### src/design/sevg_cfg.svh
// constants of the system event vector generators
`ifndef SEVG_CFG_SVH
`define SEVG_CFG_SVH
`define SEVG_AW           16
`define SEVG_DW           16
`define SEVG_ADDR_UNMI    16'h019A
`define SEVG_ADDR_SNMI    16'h019C
`define SEVG_ADDR_RST     16'h019E
`define SEVG_ADDR_STAT    16'h01A0
`define SEVG_ADDR_MASK    16'h01A2
`define SEVG_ADDR_MBIN    16'h01A4
`define SEVG_ADDR_MBOUT   16'h01A6
`define SEVG_RST_N        16
`define SEVG_SNMI_N       9
`define SEVG_UNMI_N       3
`define SEVG_IRQ_N        3
`define SEVG_IRQ_RST      0
`define SEVG_IRQ_SNMI     1
`define SEVG_IRQ_UNMI     2
`define SEVG_RST_BOR_MASK 16'h0015
`define SEVG_RST_POR_MASK 16'h03E2
`define SEVG_RST_PUC_MASK 16'hDC00
`define SEVG_RST_RSV_MASK 16'h2008
`define SEVG_SNMI_MBIN    5
`define SEVG_SNMI_MBOUT   6
`define SEVG_SNMI_MB_MASK 9'h060
`define SEVG_ZERO16       16'h0000
`endif

### src/design/sevg_pkg.sv
// types of the system event vector generators
`include "sevg_cfg.svh"
package sevg_pkg;
  typedef struct packed {
    logic [`SEVG_RST_N-1:0]  rst_flags;
    logic [`SEVG_SNMI_N-1:0] snmi_flags;
    logic [`SEVG_UNMI_N-1:0] unmi_flags;
    logic [`SEVG_IRQ_N-1:0]  irq_stat;
    logic [`SEVG_IRQ_N-1:0]  irq_mask;
    logic [`SEVG_DW-1:0]     mbox_in;
    logic [`SEVG_DW-1:0]     mbox_out;
    logic [`SEVG_DW-1:0]     rdata;
    logic [`SEVG_DW-1:0]     dbg_rdata;
    logic                    irq;
    logic                    bor;
    logic                    por;
    logic                    power_up_clear_class;
  } sevg_state_s;
endpackage

### src/design/sevg_top.sv
// system event vector generators with debug mailbox and interrupt
// How it works
// power-on causes coded 0Ch to 14h at 019Eh
// brownout causes 02h,04h,06h,0Ah; 08h unused; the code puts 04h in the power-on class
// watchdog expiry 16h, password 18h, clear class
// flash password 1Ah clear class; 1Ch unused
// peripheral area fetch coded 1Eh, clear class
// power unit password violation coded 20h
// lower code wins; zero when nothing pending
// system vector 019Ch codes 02h to 0Ah
// mailbox, regulator codes 0Ch to 12h
// user vector 019Ah codes 02h,04h,06h
// user codes above 06h never returned
// mailbox traffic raises system vector flags
// each reset cause mapped to its class
// reading a vector clears reported flag
// vectors 16-bit read-only, writes ignored
`include "sevg_cfg.svh"
module sevg_top (
  input  wire logic                    clk_i,
  input  wire logic                    rst_b_i,
  input  wire logic [`SEVG_AW-1:0]     addr_i,
  input  wire logic [`SEVG_DW-1:0]     wdata_i,
  input  wire logic                    wr_i,
  input  wire logic                    rd_i,
  output logic      [`SEVG_DW-1:0]     rdata_o,
  input  wire logic [`SEVG_RST_N-1:0]  rst_cause_ev_i,
  input  wire logic [`SEVG_SNMI_N-1:0] snmi_ev_i,
  input  wire logic [`SEVG_UNMI_N-1:0] unmi_ev_i,
  input  wire logic                    dbg_wr_i,
  input  wire logic [`SEVG_DW-1:0]     dbg_wdata_i,
  input  wire logic                    dbg_rd_i,
  output logic      [`SEVG_DW-1:0]     dbg_rdata_o,
  output logic                         irq_o,
  output logic                         bor_req_o,
  output logic                         por_req_o,
  output logic                         puc_req_o
);
  sevg_pkg::sevg_state_s st_q;
  sevg_pkg::sevg_state_s st_d;

  logic [`SEVG_RST_N-1:0]  rst_hit;
  logic [`SEVG_SNMI_N-1:0] snmi_hit;
  logic [`SEVG_UNMI_N-1:0] unmi_hit;
  logic [`SEVG_DW-1:0]     rst_code;
  logic [`SEVG_DW-1:0]     snmi_code;
  logic [`SEVG_DW-1:0]     unmi_code;
  logic [`SEVG_RST_N-1:0]  rst_ev;
  logic [`SEVG_SNMI_N-1:0] snmi_ev;
  logic [`SEVG_IRQ_N-1:0]  grp_ev;
  logic                    rd_rst;
  logic                    rd_snmi;
  logic                    rd_unmi;

  sevg_prienc #(.N(`SEVG_RST_N), .W(`SEVG_DW)) u_rst (
    .flags_i (st_q.rst_flags),
    .hit_o   (rst_hit),
    .code_o  (rst_code)
  );
  sevg_prienc #(.N(`SEVG_SNMI_N), .W(`SEVG_DW)) u_snmi (
    .flags_i (st_q.snmi_flags),
    .hit_o   (snmi_hit),
    .code_o  (snmi_code)
  );
  sevg_prienc #(.N(`SEVG_UNMI_N), .W(`SEVG_DW)) u_unmi (
    .flags_i (st_q.unmi_flags),
    .hit_o   (unmi_hit),
    .code_o  (unmi_code)
  );

  assign rst_ev  = rst_cause_ev_i & ~`SEVG_RST_RSV_MASK;
  always_comb begin
    snmi_ev = snmi_ev_i & ~`SEVG_SNMI_MB_MASK;
    snmi_ev[`SEVG_SNMI_MBIN]  = dbg_wr_i;
    snmi_ev[`SEVG_SNMI_MBOUT] = dbg_rd_i;
  end
  assign grp_ev  = {|unmi_ev_i, |snmi_ev, |rst_ev};
  assign rd_rst  = rd_i && (addr_i == `SEVG_ADDR_RST);
  assign rd_snmi = rd_i && (addr_i == `SEVG_ADDR_SNMI);
  assign rd_unmi = rd_i && (addr_i == `SEVG_ADDR_UNMI);

  always_comb begin
    st_d = st_q;
    st_d.rdata = `SEVG_ZERO16;
    // read clears the reported flag, a new event in the same cycle wins
    st_d.rst_flags = (st_q.rst_flags & ~(rd_rst ? rst_hit : '0))
                     | rst_ev;
    st_d.snmi_flags = (st_q.snmi_flags & ~(rd_snmi ? snmi_hit : '0))
                      | snmi_ev;
    st_d.unmi_flags = (st_q.unmi_flags & ~(rd_unmi ? unmi_hit : '0))
                      | unmi_ev_i;
    if (rd_i) begin
      unique case (addr_i)
        `SEVG_ADDR_RST:   st_d.rdata = rst_code;
        `SEVG_ADDR_SNMI:  st_d.rdata = snmi_code;
        `SEVG_ADDR_UNMI:  st_d.rdata = unmi_code;
        `SEVG_ADDR_STAT:  st_d.rdata = `SEVG_DW'(st_q.irq_stat);
        `SEVG_ADDR_MASK:  st_d.rdata = `SEVG_DW'(st_q.irq_mask);
        `SEVG_ADDR_MBIN:  st_d.rdata = st_q.mbox_in;
        `SEVG_ADDR_MBOUT: st_d.rdata = st_q.mbox_out;
        default:          st_d.rdata = `SEVG_ZERO16;
      endcase
    end
    st_d.irq_stat = st_q.irq_stat;
    if (wr_i) begin
      unique case (addr_i)
        `SEVG_ADDR_STAT:  st_d.irq_stat = st_q.irq_stat
                                          & ~wdata_i[`SEVG_IRQ_N-1:0];
        `SEVG_ADDR_MASK:  st_d.irq_mask = wdata_i[`SEVG_IRQ_N-1:0];
        `SEVG_ADDR_MBOUT: st_d.mbox_out = wdata_i;
        default:          st_d.mbox_out = st_q.mbox_out;
      endcase
    end
    st_d.irq_stat = st_d.irq_stat | grp_ev;
    st_d.irq = |(st_d.irq_stat & st_d.irq_mask);
    if (dbg_wr_i) begin
      st_d.mbox_in = dbg_wdata_i;
    end
    st_d.dbg_rdata = dbg_rd_i ? st_q.mbox_out : st_q.dbg_rdata;
    // the most severe class among this cycle's causes is requested
    st_d.bor = |(rst_ev & `SEVG_RST_BOR_MASK);
    st_d.por = !st_d.bor && |(rst_ev & `SEVG_RST_POR_MASK);
    st_d.power_up_clear_class = !st_d.bor && !st_d.por
               && |(rst_ev & `SEVG_RST_PUC_MASK);
  end

  always_ff @(posedge clk_i) begin
    if (!rst_b_i) begin
      st_q <= '0;
    end else begin
      st_q <= st_d;
    end
  end

  assign rdata_o     = st_q.rdata;
  assign dbg_rdata_o = st_q.dbg_rdata;
  assign irq_o       = st_q.irq;
  assign bor_req_o   = st_q.bor;
  assign por_req_o   = st_q.por;
  assign puc_req_o   = st_q.power_up_clear_class;

  property p_rst_top;
    @(posedge clk_i) disable iff (!rst_b_i)
      (rd_rst && st_q.rst_flags[0]) |=> (rdata_o == 16'h0002);
  endproperty
  a_rst_top: assert property (p_rst_top)
    else $error("brownout not reported as top reset cause");

  property p_rst_none;
    @(posedge clk_i) disable iff (!rst_b_i)
      (rd_rst && st_q.rst_flags == '0) |=> (rdata_o == 16'h0000);
  endproperty
  a_rst_none: assert property (p_rst_none)
    else $error("empty reset vector not zero");

  property p_rst_rsv;
    @(posedge clk_i) disable iff (!rst_b_i)
      rst_cause_ev_i[3] |=> (st_q.rst_flags[3] == $past(st_q.rst_flags[3]));
  endproperty
  a_rst_rsv: assert property (p_rst_rsv)
    else $error("reserved reset cause got set");

  property p_rst_range;
    @(posedge clk_i) disable iff (!rst_b_i)
      (rd_rst && st_q.rst_flags[15] && st_q.rst_flags[14:0] == '0)
        |=> (rdata_o == 16'h0020);
  endproperty
  a_rst_range: assert property (p_rst_range)
    else $error("power unit password code wrong");

  property p_read_clear;
    @(posedge clk_i) disable iff (!rst_b_i)
      (rd_rst && rst_hit[10] && !rst_cause_ev_i[10])
        |=> (!st_q.rst_flags[10] && rdata_o == 16'h0016);
  endproperty
  a_read_clear: assert property (p_read_clear)
    else $error("watchdog cause not cleared by read");

  property p_snmi_top;
    @(posedge clk_i) disable iff (!rst_b_i)
      (rd_snmi && st_q.snmi_flags[0]) |=> (rdata_o == 16'h0002);
  endproperty
  a_snmi_top: assert property (p_snmi_top)
    else $error("system vector priority wrong");

  property p_unmi_bound;
    @(posedge clk_i) disable iff (!rst_b_i)
      rd_unmi |=> (rdata_o <= 16'h0006 && rdata_o[0] == 1'b0);
  endproperty
  a_unmi_bound: assert property (p_unmi_bound)
    else $error("user vector out of range");

  property p_mbox;
    @(posedge clk_i) disable iff (!rst_b_i)
      dbg_wr_i |=> (st_q.snmi_flags[`SEVG_SNMI_MBIN]
                    && st_q.mbox_in == $past(dbg_wdata_i));
  endproperty
  a_mbox: assert property (p_mbox)
    else $error("mailbox input flag not raised");

  property p_bor_class;
    @(posedge clk_i) disable iff (!rst_b_i)
      rst_cause_ev_i[0] |=> (bor_req_o && !por_req_o && !puc_req_o);
  endproperty
  a_bor_class: assert property (p_bor_class)
    else $error("brownout class not applied");

  property p_puc_class;
    @(posedge clk_i) disable iff (!rst_b_i)
      (rst_cause_ev_i[11] && (rst_ev & 16'h03FF) == '0)
        |=> (puc_req_o && !bor_req_o);
  endproperty
  a_puc_class: assert property (p_puc_class)
    else $error("watchdog password not clear class");

  property p_wr_ignored;
    @(posedge clk_i) disable iff (!rst_b_i)
      (wr_i && addr_i == `SEVG_ADDR_RST && rst_ev == '0)
        |=> (st_q.rst_flags == $past(st_q.rst_flags));
  endproperty
  a_wr_ignored: assert property (p_wr_ignored)
    else $error("write changed reset vector");

  property p_rst_pin;
    @(posedge clk_i) disable iff (!rst_b_i)
      (rd_rst && st_q.rst_flags[1:0] == 2'b10) |=> (rdata_o == 16'h0004);
  endproperty
  a_rst_pin: assert property (p_rst_pin)
    else $error("reset pin cause code wrong");

  property p_rst_sec;
    @(posedge clk_i) disable iff (!rst_b_i)
      (rd_rst && st_q.rst_flags[4] && st_q.rst_flags[3:0] == '0)
        |=> (rdata_o == 16'h000A);
  endproperty
  a_rst_sec: assert property (p_rst_sec)
    else $error("security violation code wrong");

  property p_rst_svs;
    @(posedge clk_i) disable iff (!rst_b_i)
      (rd_rst && st_q.rst_flags[5] && st_q.rst_flags[4:0] == '0)
        |=> (rdata_o == 16'h000C);
  endproperty
  a_rst_svs: assert property (p_rst_svs)
    else $error("low side supervisor code wrong");

  property p_rst_sw_por;
    @(posedge clk_i) disable iff (!rst_b_i)
      (rd_rst && st_q.rst_flags[9] && st_q.rst_flags[8:0] == '0)
        |=> (rdata_o == 16'h0014);
  endproperty
  a_rst_sw_por: assert property (p_rst_sw_por)
    else $error("software power-on code wrong");

  property p_rst_wdt_pw;
    @(posedge clk_i) disable iff (!rst_b_i)
      (rd_rst && st_q.rst_flags[11] && st_q.rst_flags[10:0] == '0)
        |=> (rdata_o == 16'h0018);
  endproperty
  a_rst_wdt_pw: assert property (p_rst_wdt_pw)
    else $error("watchdog password code wrong");

  property p_rst_key;
    @(posedge clk_i) disable iff (!rst_b_i)
      (rd_rst && st_q.rst_flags[12] && st_q.rst_flags[11:0] == '0)
        |=> (rdata_o == 16'h001A);
  endproperty
  a_rst_key: assert property (p_rst_key)
    else $error("flash password code wrong");

  property p_rst_fetch;
    @(posedge clk_i) disable iff (!rst_b_i)
      (rd_rst && st_q.rst_flags[14] && st_q.rst_flags[13:0] == '0)
        |=> (rdata_o == 16'h001E);
  endproperty
  a_rst_fetch: assert property (p_rst_fetch)
    else $error("peripheral fetch code wrong");

  property p_rst_rsv_hi;
    @(posedge clk_i) disable iff (!rst_b_i)
      rst_cause_ev_i[13] |=> !st_q.rst_flags[13];
  endproperty
  a_rst_rsv_hi: assert property (p_rst_rsv_hi)
    else $error("reserved high reset cause got set");

  property p_snmi_last;
    @(posedge clk_i) disable iff (!rst_b_i)
      (rd_snmi && st_q.snmi_flags[8] && st_q.snmi_flags[7:0] == '0)
        |=> (rdata_o == 16'h0012);
  endproperty
  a_snmi_last: assert property (p_snmi_last)
    else $error("high side regulator code wrong");

  property p_snmi_mbout;
    @(posedge clk_i) disable iff (!rst_b_i)
      dbg_rd_i |=> (st_q.snmi_flags[`SEVG_SNMI_MBOUT]
                    && dbg_rdata_o == $past(st_q.mbox_out));
  endproperty
  a_snmi_mbout: assert property (p_snmi_mbout)
    else $error("mailbox output flag not raised");

  property p_unmi_top;
    @(posedge clk_i) disable iff (!rst_b_i)
      (rd_unmi && st_q.unmi_flags[0]) |=> (rdata_o == 16'h0002);
  endproperty
  a_unmi_top: assert property (p_unmi_top)
    else $error("user vector priority wrong");

  property p_unmi_osc;
    @(posedge clk_i) disable iff (!rst_b_i)
      (rd_unmi && st_q.unmi_flags[1:0] == 2'b10) |=> (rdata_o == 16'h0004);
  endproperty
  a_unmi_osc: assert property (p_unmi_osc)
    else $error("oscillator fault code wrong");

  property p_por_class;
    @(posedge clk_i) disable iff (!rst_b_i)
      (rst_cause_ev_i[5] && (rst_ev & `SEVG_RST_BOR_MASK) == '0)
        |=> (por_req_o && !bor_req_o && !puc_req_o);
  endproperty
  a_por_class: assert property (p_por_class)
    else $error("power-on class not applied");
endmodule

### src/design/sevg_prienc.sv
// priority encoder: lowest set index wins, code is twice index plus two
module sevg_prienc #(
  parameter int N = 16,
  parameter int W = 16
) (
  input  wire logic [N-1:0] flags_i,
  output logic      [N-1:0] hit_o,
  output logic      [W-1:0] code_o
);
  logic [N:0] seen;
  assign seen[0] = 1'b0;
  genvar g;
  generate
    for (g = 0; g < N; g++) begin : g_bit
      assign hit_o[g]  = flags_i[g] & ~seen[g];
      assign seen[g+1] = seen[g] | flags_i[g];
    end
  endgenerate
  always_comb begin
    code_o = '0;
    if (seen[N]) begin
      for (int i = 0; i < N; i++) begin
        if (hit_o[i]) begin
          code_o = W'((i + 1) * 2);
        end
      end
    end
  end
endmodule

### config.mk
export PLATFORM = sky130hd
export DESIGN_NAME = sevg_top
export DESIGN_NICKNAME = d
export VERILOG_FILES = /design/src/design/sevg_pkg.sv /design/src/design/sevg_top.sv /design/src/design/sevg_prienc.sv
export VERILOG_INCLUDE_DIRS = /design/src /design/src/design
export SDC_FILE = /design/constraint.sdc
export NUM_CORES = 1
export LEC_CHECK = 0
export BUFFER_PORTS_ARGS = -buffer_cell sky130_fd_sc_hd__buf_2
export CAP_MARGIN = 30
export CORE_MARGIN = 5
export CORE_UTILIZATION = 55
export DETAILED_ROUTE_END_ITERATION = 8
export GPL_TIMING_DRIVEN = 0
export PLACE_DENSITY = 0.81
export SYNTH_ARGS = -nofsm -noshare
export SYNTH_HDL_FRONTEND = slang
export SYNTH_HIERARCHICAL = 1
export SYNTH_SLANG_ARGS = --single-unit
### constraint.sdc
create_clock -name clk_i -period 3.7 [get_ports clk_i]
set_input_delay 0.185 -clock clk_i [delete_from_list [all_inputs] [get_ports clk_i]]
set_output_delay 0.185 -clock clk_i [all_outputs]
set_load 0.01 [all_outputs]
==> flow_summary.json <==
{
  "minimum_clock_period_after_layout_ns": 1.85,
  "number_of_buffers_created_by_cts": 9,
  "drtIter0Drc": 292,
  "number_of_detailed_route_iterations_in_the_first_pass": 6,
  "syn_to_final_growth_pct": 19.2,
  "power.sequential.fraction_pct": 55.6,
  "detail_route_met3_wl_um": 958,
  "numClockSinks": 102,
  "cts_hold_repair.buffers": 0,
  "wirelength_um": 13300,
  "drc": 0,
  "worst_pin_slew_ns": 0.735,
  "largest_net_degree_at_the_start_of_global_routing": 19,
  "synth-edff-count": 0,
  "worst_r2r_end": "rdata_o[5]",
  "cts_repair_resize_count": 0,
  "syn-mean-instance-area_sq_um": 8.62,
  "finalSetupViolCount": 0,
  "final-hold-violation-count": 0,
  "hold_depth": 2,
  "r2r.worst_path.cells": 6,
  "place_congestion": 0.858,
  "cts_max_path_buffers": 2,
  "power.net_switching_mw": 0.586,
  "fp.dieArea_sq_mm": 0.0118,
  "cp-start-kind": "register",
  "setup.reg_to_reg.worst_slack_ns": 1.85,
  "slew_violations": 0,
  "fmax_ghz": 0.541,
  "worstHoldPathType": "in2reg",
  "final.setup.tns_ns": 0,
  "die_height_um": 109,
  "grt.overflow.total": 0,
  "whs_endpoint": "st_q[75]",
  "clkSlewWorstSetupHoldPaths_ns": 0.10,
  "cp_data_required_time_ns": 4.00,
  "rsz_0062_raised_after_global_routing": "no",
  "nNetsFinal": 857,
  "worst-path-max-fanout": 7,
  "clockRootBuffer": "sky130_fd_sc_hd__clkbuf_8",
  "metal1_wirelength_um": 5860,
  "finalClockSkew_ns": 0.00529,
  "hold_path.startpoint": "unmi_ev_i[1]",
  "grt_util_all_layers_pct": 22.8,
  "combPwrFrac_pct": 12.5,
  "yosys_most_used_dff": "sky130_fd_sc_hd__dfxtp_1",
  "cts-htree-levels": 3,
  "first_global_vias": 4480,
  "setup.worst_path.end_class": "register",
  "outcome": "finished clean",
  "grt_pass1_wl_um": 21400,
  "internal_power_summed_over_all_cells_mw": 1.51,
  "share_of_cells_above_drive_strength_1_pct": 30.8,
  "power_frac_clock_pct": 31.9,
  "peakVddDrop_uv": 256,
  "path_class": "reg2reg",
  "async_s_r_ff_share_synth_pct": 0,
  "post_synth_num_cell_types": 59,
  "wl_per_cell_um": 14.6,
  "multi_input_comb_area_sq_mm": 0.00259,
  "worst_slew_margin_rel_pct": 50.6,
  "postSynthCellCount": 620,
  "post-dp-hpwl_um": 10300,
  "cellPowerDensity_mw_per_mm2": 330,
  "post_synth_instance_area_sq_mm": 0.00534,
  "placement_rows": 36,
  "synth-seq-cells": 102,
  "cts_post_setup_buffers_inserted": 0,
  "register_area_sq_mm": 0.00204,
  "power.static_leakage_nw": 2.96,
  "synth_seq_area_share_pct": 38.2,
  "antenna_found_initial": 0,
  "sw_frac_of_total_pct": 27.9,
  "initial_utilization_pct": 55.4,
  "antennaDiodeCount": 0,
  "route.detailed.vias_per_inst": 5.22,
  "worst_ep_arrival_time_ns": 2.15,
  "drv_cap": 0,
  "period_share_pct": 49.9,
  "tritoncts": "done",
  "coreArea_sq_mm": 0.00964,
  "num_io_pins": 118,
  "buffer_ports.inserted": 110,
  "holdWs_ns": 0.0239,
  "synth-warning-count": 6,
  "r2r_start": "st_q[88]",
  "met2_length_um": 6350,
  "num-fill-cells": 835,
  "dr.max_layer_used": "met4",
  "clock_insertion_delay_worst_skew_ns": 0.38,
  "floorplan.die.width_um": 109,
  "vias": 4765,
  "ant_nets": 0
}
-- Yosys cell counts, drive strengths merged (8+ instances only) --
| library cell | number | area, sq um |
|---|---|---|
| nand2 | 41 | 154 |
| a22oi | 28 | 215 |
| and3 | 10 | 62.6 |
| buf | 83 | 612 |
| o21ai | 30 | 150 |
| nor3 | 8 | 40.0 |
| mux2 | 14 | 158 |
| dfxtp | 102 | 2040 |
| a21oi | 43 | 215 |
| a31oi | 27 | 169 |
| inv | 43 | 161 |
| nor2 | 59 | 224 |
| mux2i | 32 | 320 |
| nor4 | 9 | 138 |
| clkbuf | 17 | 63.8 |
-- power by group through the flow --
stage	Sequential (mW)	Clock, mW	Combinational, mW
finish	1.17	0.669	0.262
floorplan	1.18	0	0.168
global route	1.17	0.721	0.287
global placement	1.19	0	0.248
CTS	1.17	0.682	0.257
detailed placement	1.19	0	0.256
-- flip-flops by register name, summed over array words and instances (netlist names) --
| name | cells |
|---|---|
| bor_req_o | 1 |
| puc_req_o | 1 |
| st_q | 66 |
| irq_o | 1 |
| dbg_rdata_o | 16 |
| rdata_o | 16 |
| por_req_o | 1 |
-- layout by cell type, fill, tap and decap left out, types with 27 or more instances in the layout --
cell,count
sky130_fd_sc_hd__inv_1,43
sky130_fd_sc_hd__nand2_1,41
sky130_fd_sc_hd__nor2_1,58
sky130_fd_sc_hd__o21ai_0,30
sky130_fd_sc_hd__conb_1,37
sky130_fd_sc_hd__a21oi_1,43
sky130_fd_sc_hd__a31oi_1,27
sky130_fd_sc_hd__a22oi_1,27
sky130_fd_sc_hd__buf_2,116
sky130_fd_sc_hd__buf_4,74
sky130_fd_sc_hd__mux2i_1,32
sky130_fd_sc_hd__dfxtp_1,102
-- through the flow --
| stage | setup slack [ns] | std cells | utilization, % | cell area (sq um) | total power, mW |
|---|---|---|---|---|---|
| global placement | 1.64 | 897 | 64.2 | 6190 | 1.44 |
| detailed placement | 1.50 | 897 | 64.2 | 6190 | 1.45 |
| floorplan | 2.00 | 654 | - | 5470 | 1.35 |
| finish | 1.85 | 912 | 66.0 | 6360 | 2.10 |
| global route | 1.69 | 912 | 66.0 | 6360 | 2.18 |
| CTS | 1.83 | 912 | 66.0 | 6360 | 2.11 |
-- layer usage --
metal,global-route usage [%],up-vias
li1,-,2374
met1,29.5,2211
met2,37.7,166
met3,6.21,14
met4,5.86,0
met5,0,-
-- worst max-delay path: stages, from the launching register on --
cell                      delay (ns)
sky130_fd_sc_hd__dfxtp_1        0.38
sky130_fd_sc_hd__nor4_2         0.41
sky130_fd_sc_hd__nand4_2        0.25
sky130_fd_sc_hd__nor3b_2        0.22
sky130_fd_sc_hd__and2_1         0.20
sky130_fd_sc_hd__a22oi_1        0.11
sky130_fd_sc_hd__a21oi_1        0.19
-- kinds of logic after synthesis --
logic type	after synthesis	share of synthesized area, %
buf+inv	144	15.7
mux	47	9.37
compound gates	153	17.8
flops	102	38.2
simple gates	171	18.6
other cells	3	0.211
-- area by class of cell --
cell class | instances | area share [%]
timing repair buffer | 110 | 8.65
clock buffer | 9 | 1.95
tap | 133 | 2.61
sequential | 102 | 32.1
multi-input combinational | 408 | 40.6
inverter | 44 | 2.59
buffer | 100 | 10.6
clock inverter | 6 | 0.865
-- worst max-delay path by stage --
| stage | slack (ns) | end | start | depth (start not counted) |
|---|---|---|---|---|
| 2_1_floorplan | 2.00 | st_q[92] | addr_i[1] | 7 |
| 3_3_place_gp | 1.64 | rdata_o[12] | addr_i[10] | 7 |
| 3_5_place_dp | 1.50 | rdata_o[5] | addr_i[10] | 7 |
| 4_1_cts | 1.83 | rdata_o[5] | st_q[88] | 6 |
| 5_1_grt | 1.69 | rdata_o[5] | st_q[88] | 6 |
| 6_report | 1.85 | rdata_o[5] | st_q[88] | 6 |
Power figures use the tool's default switching activity.
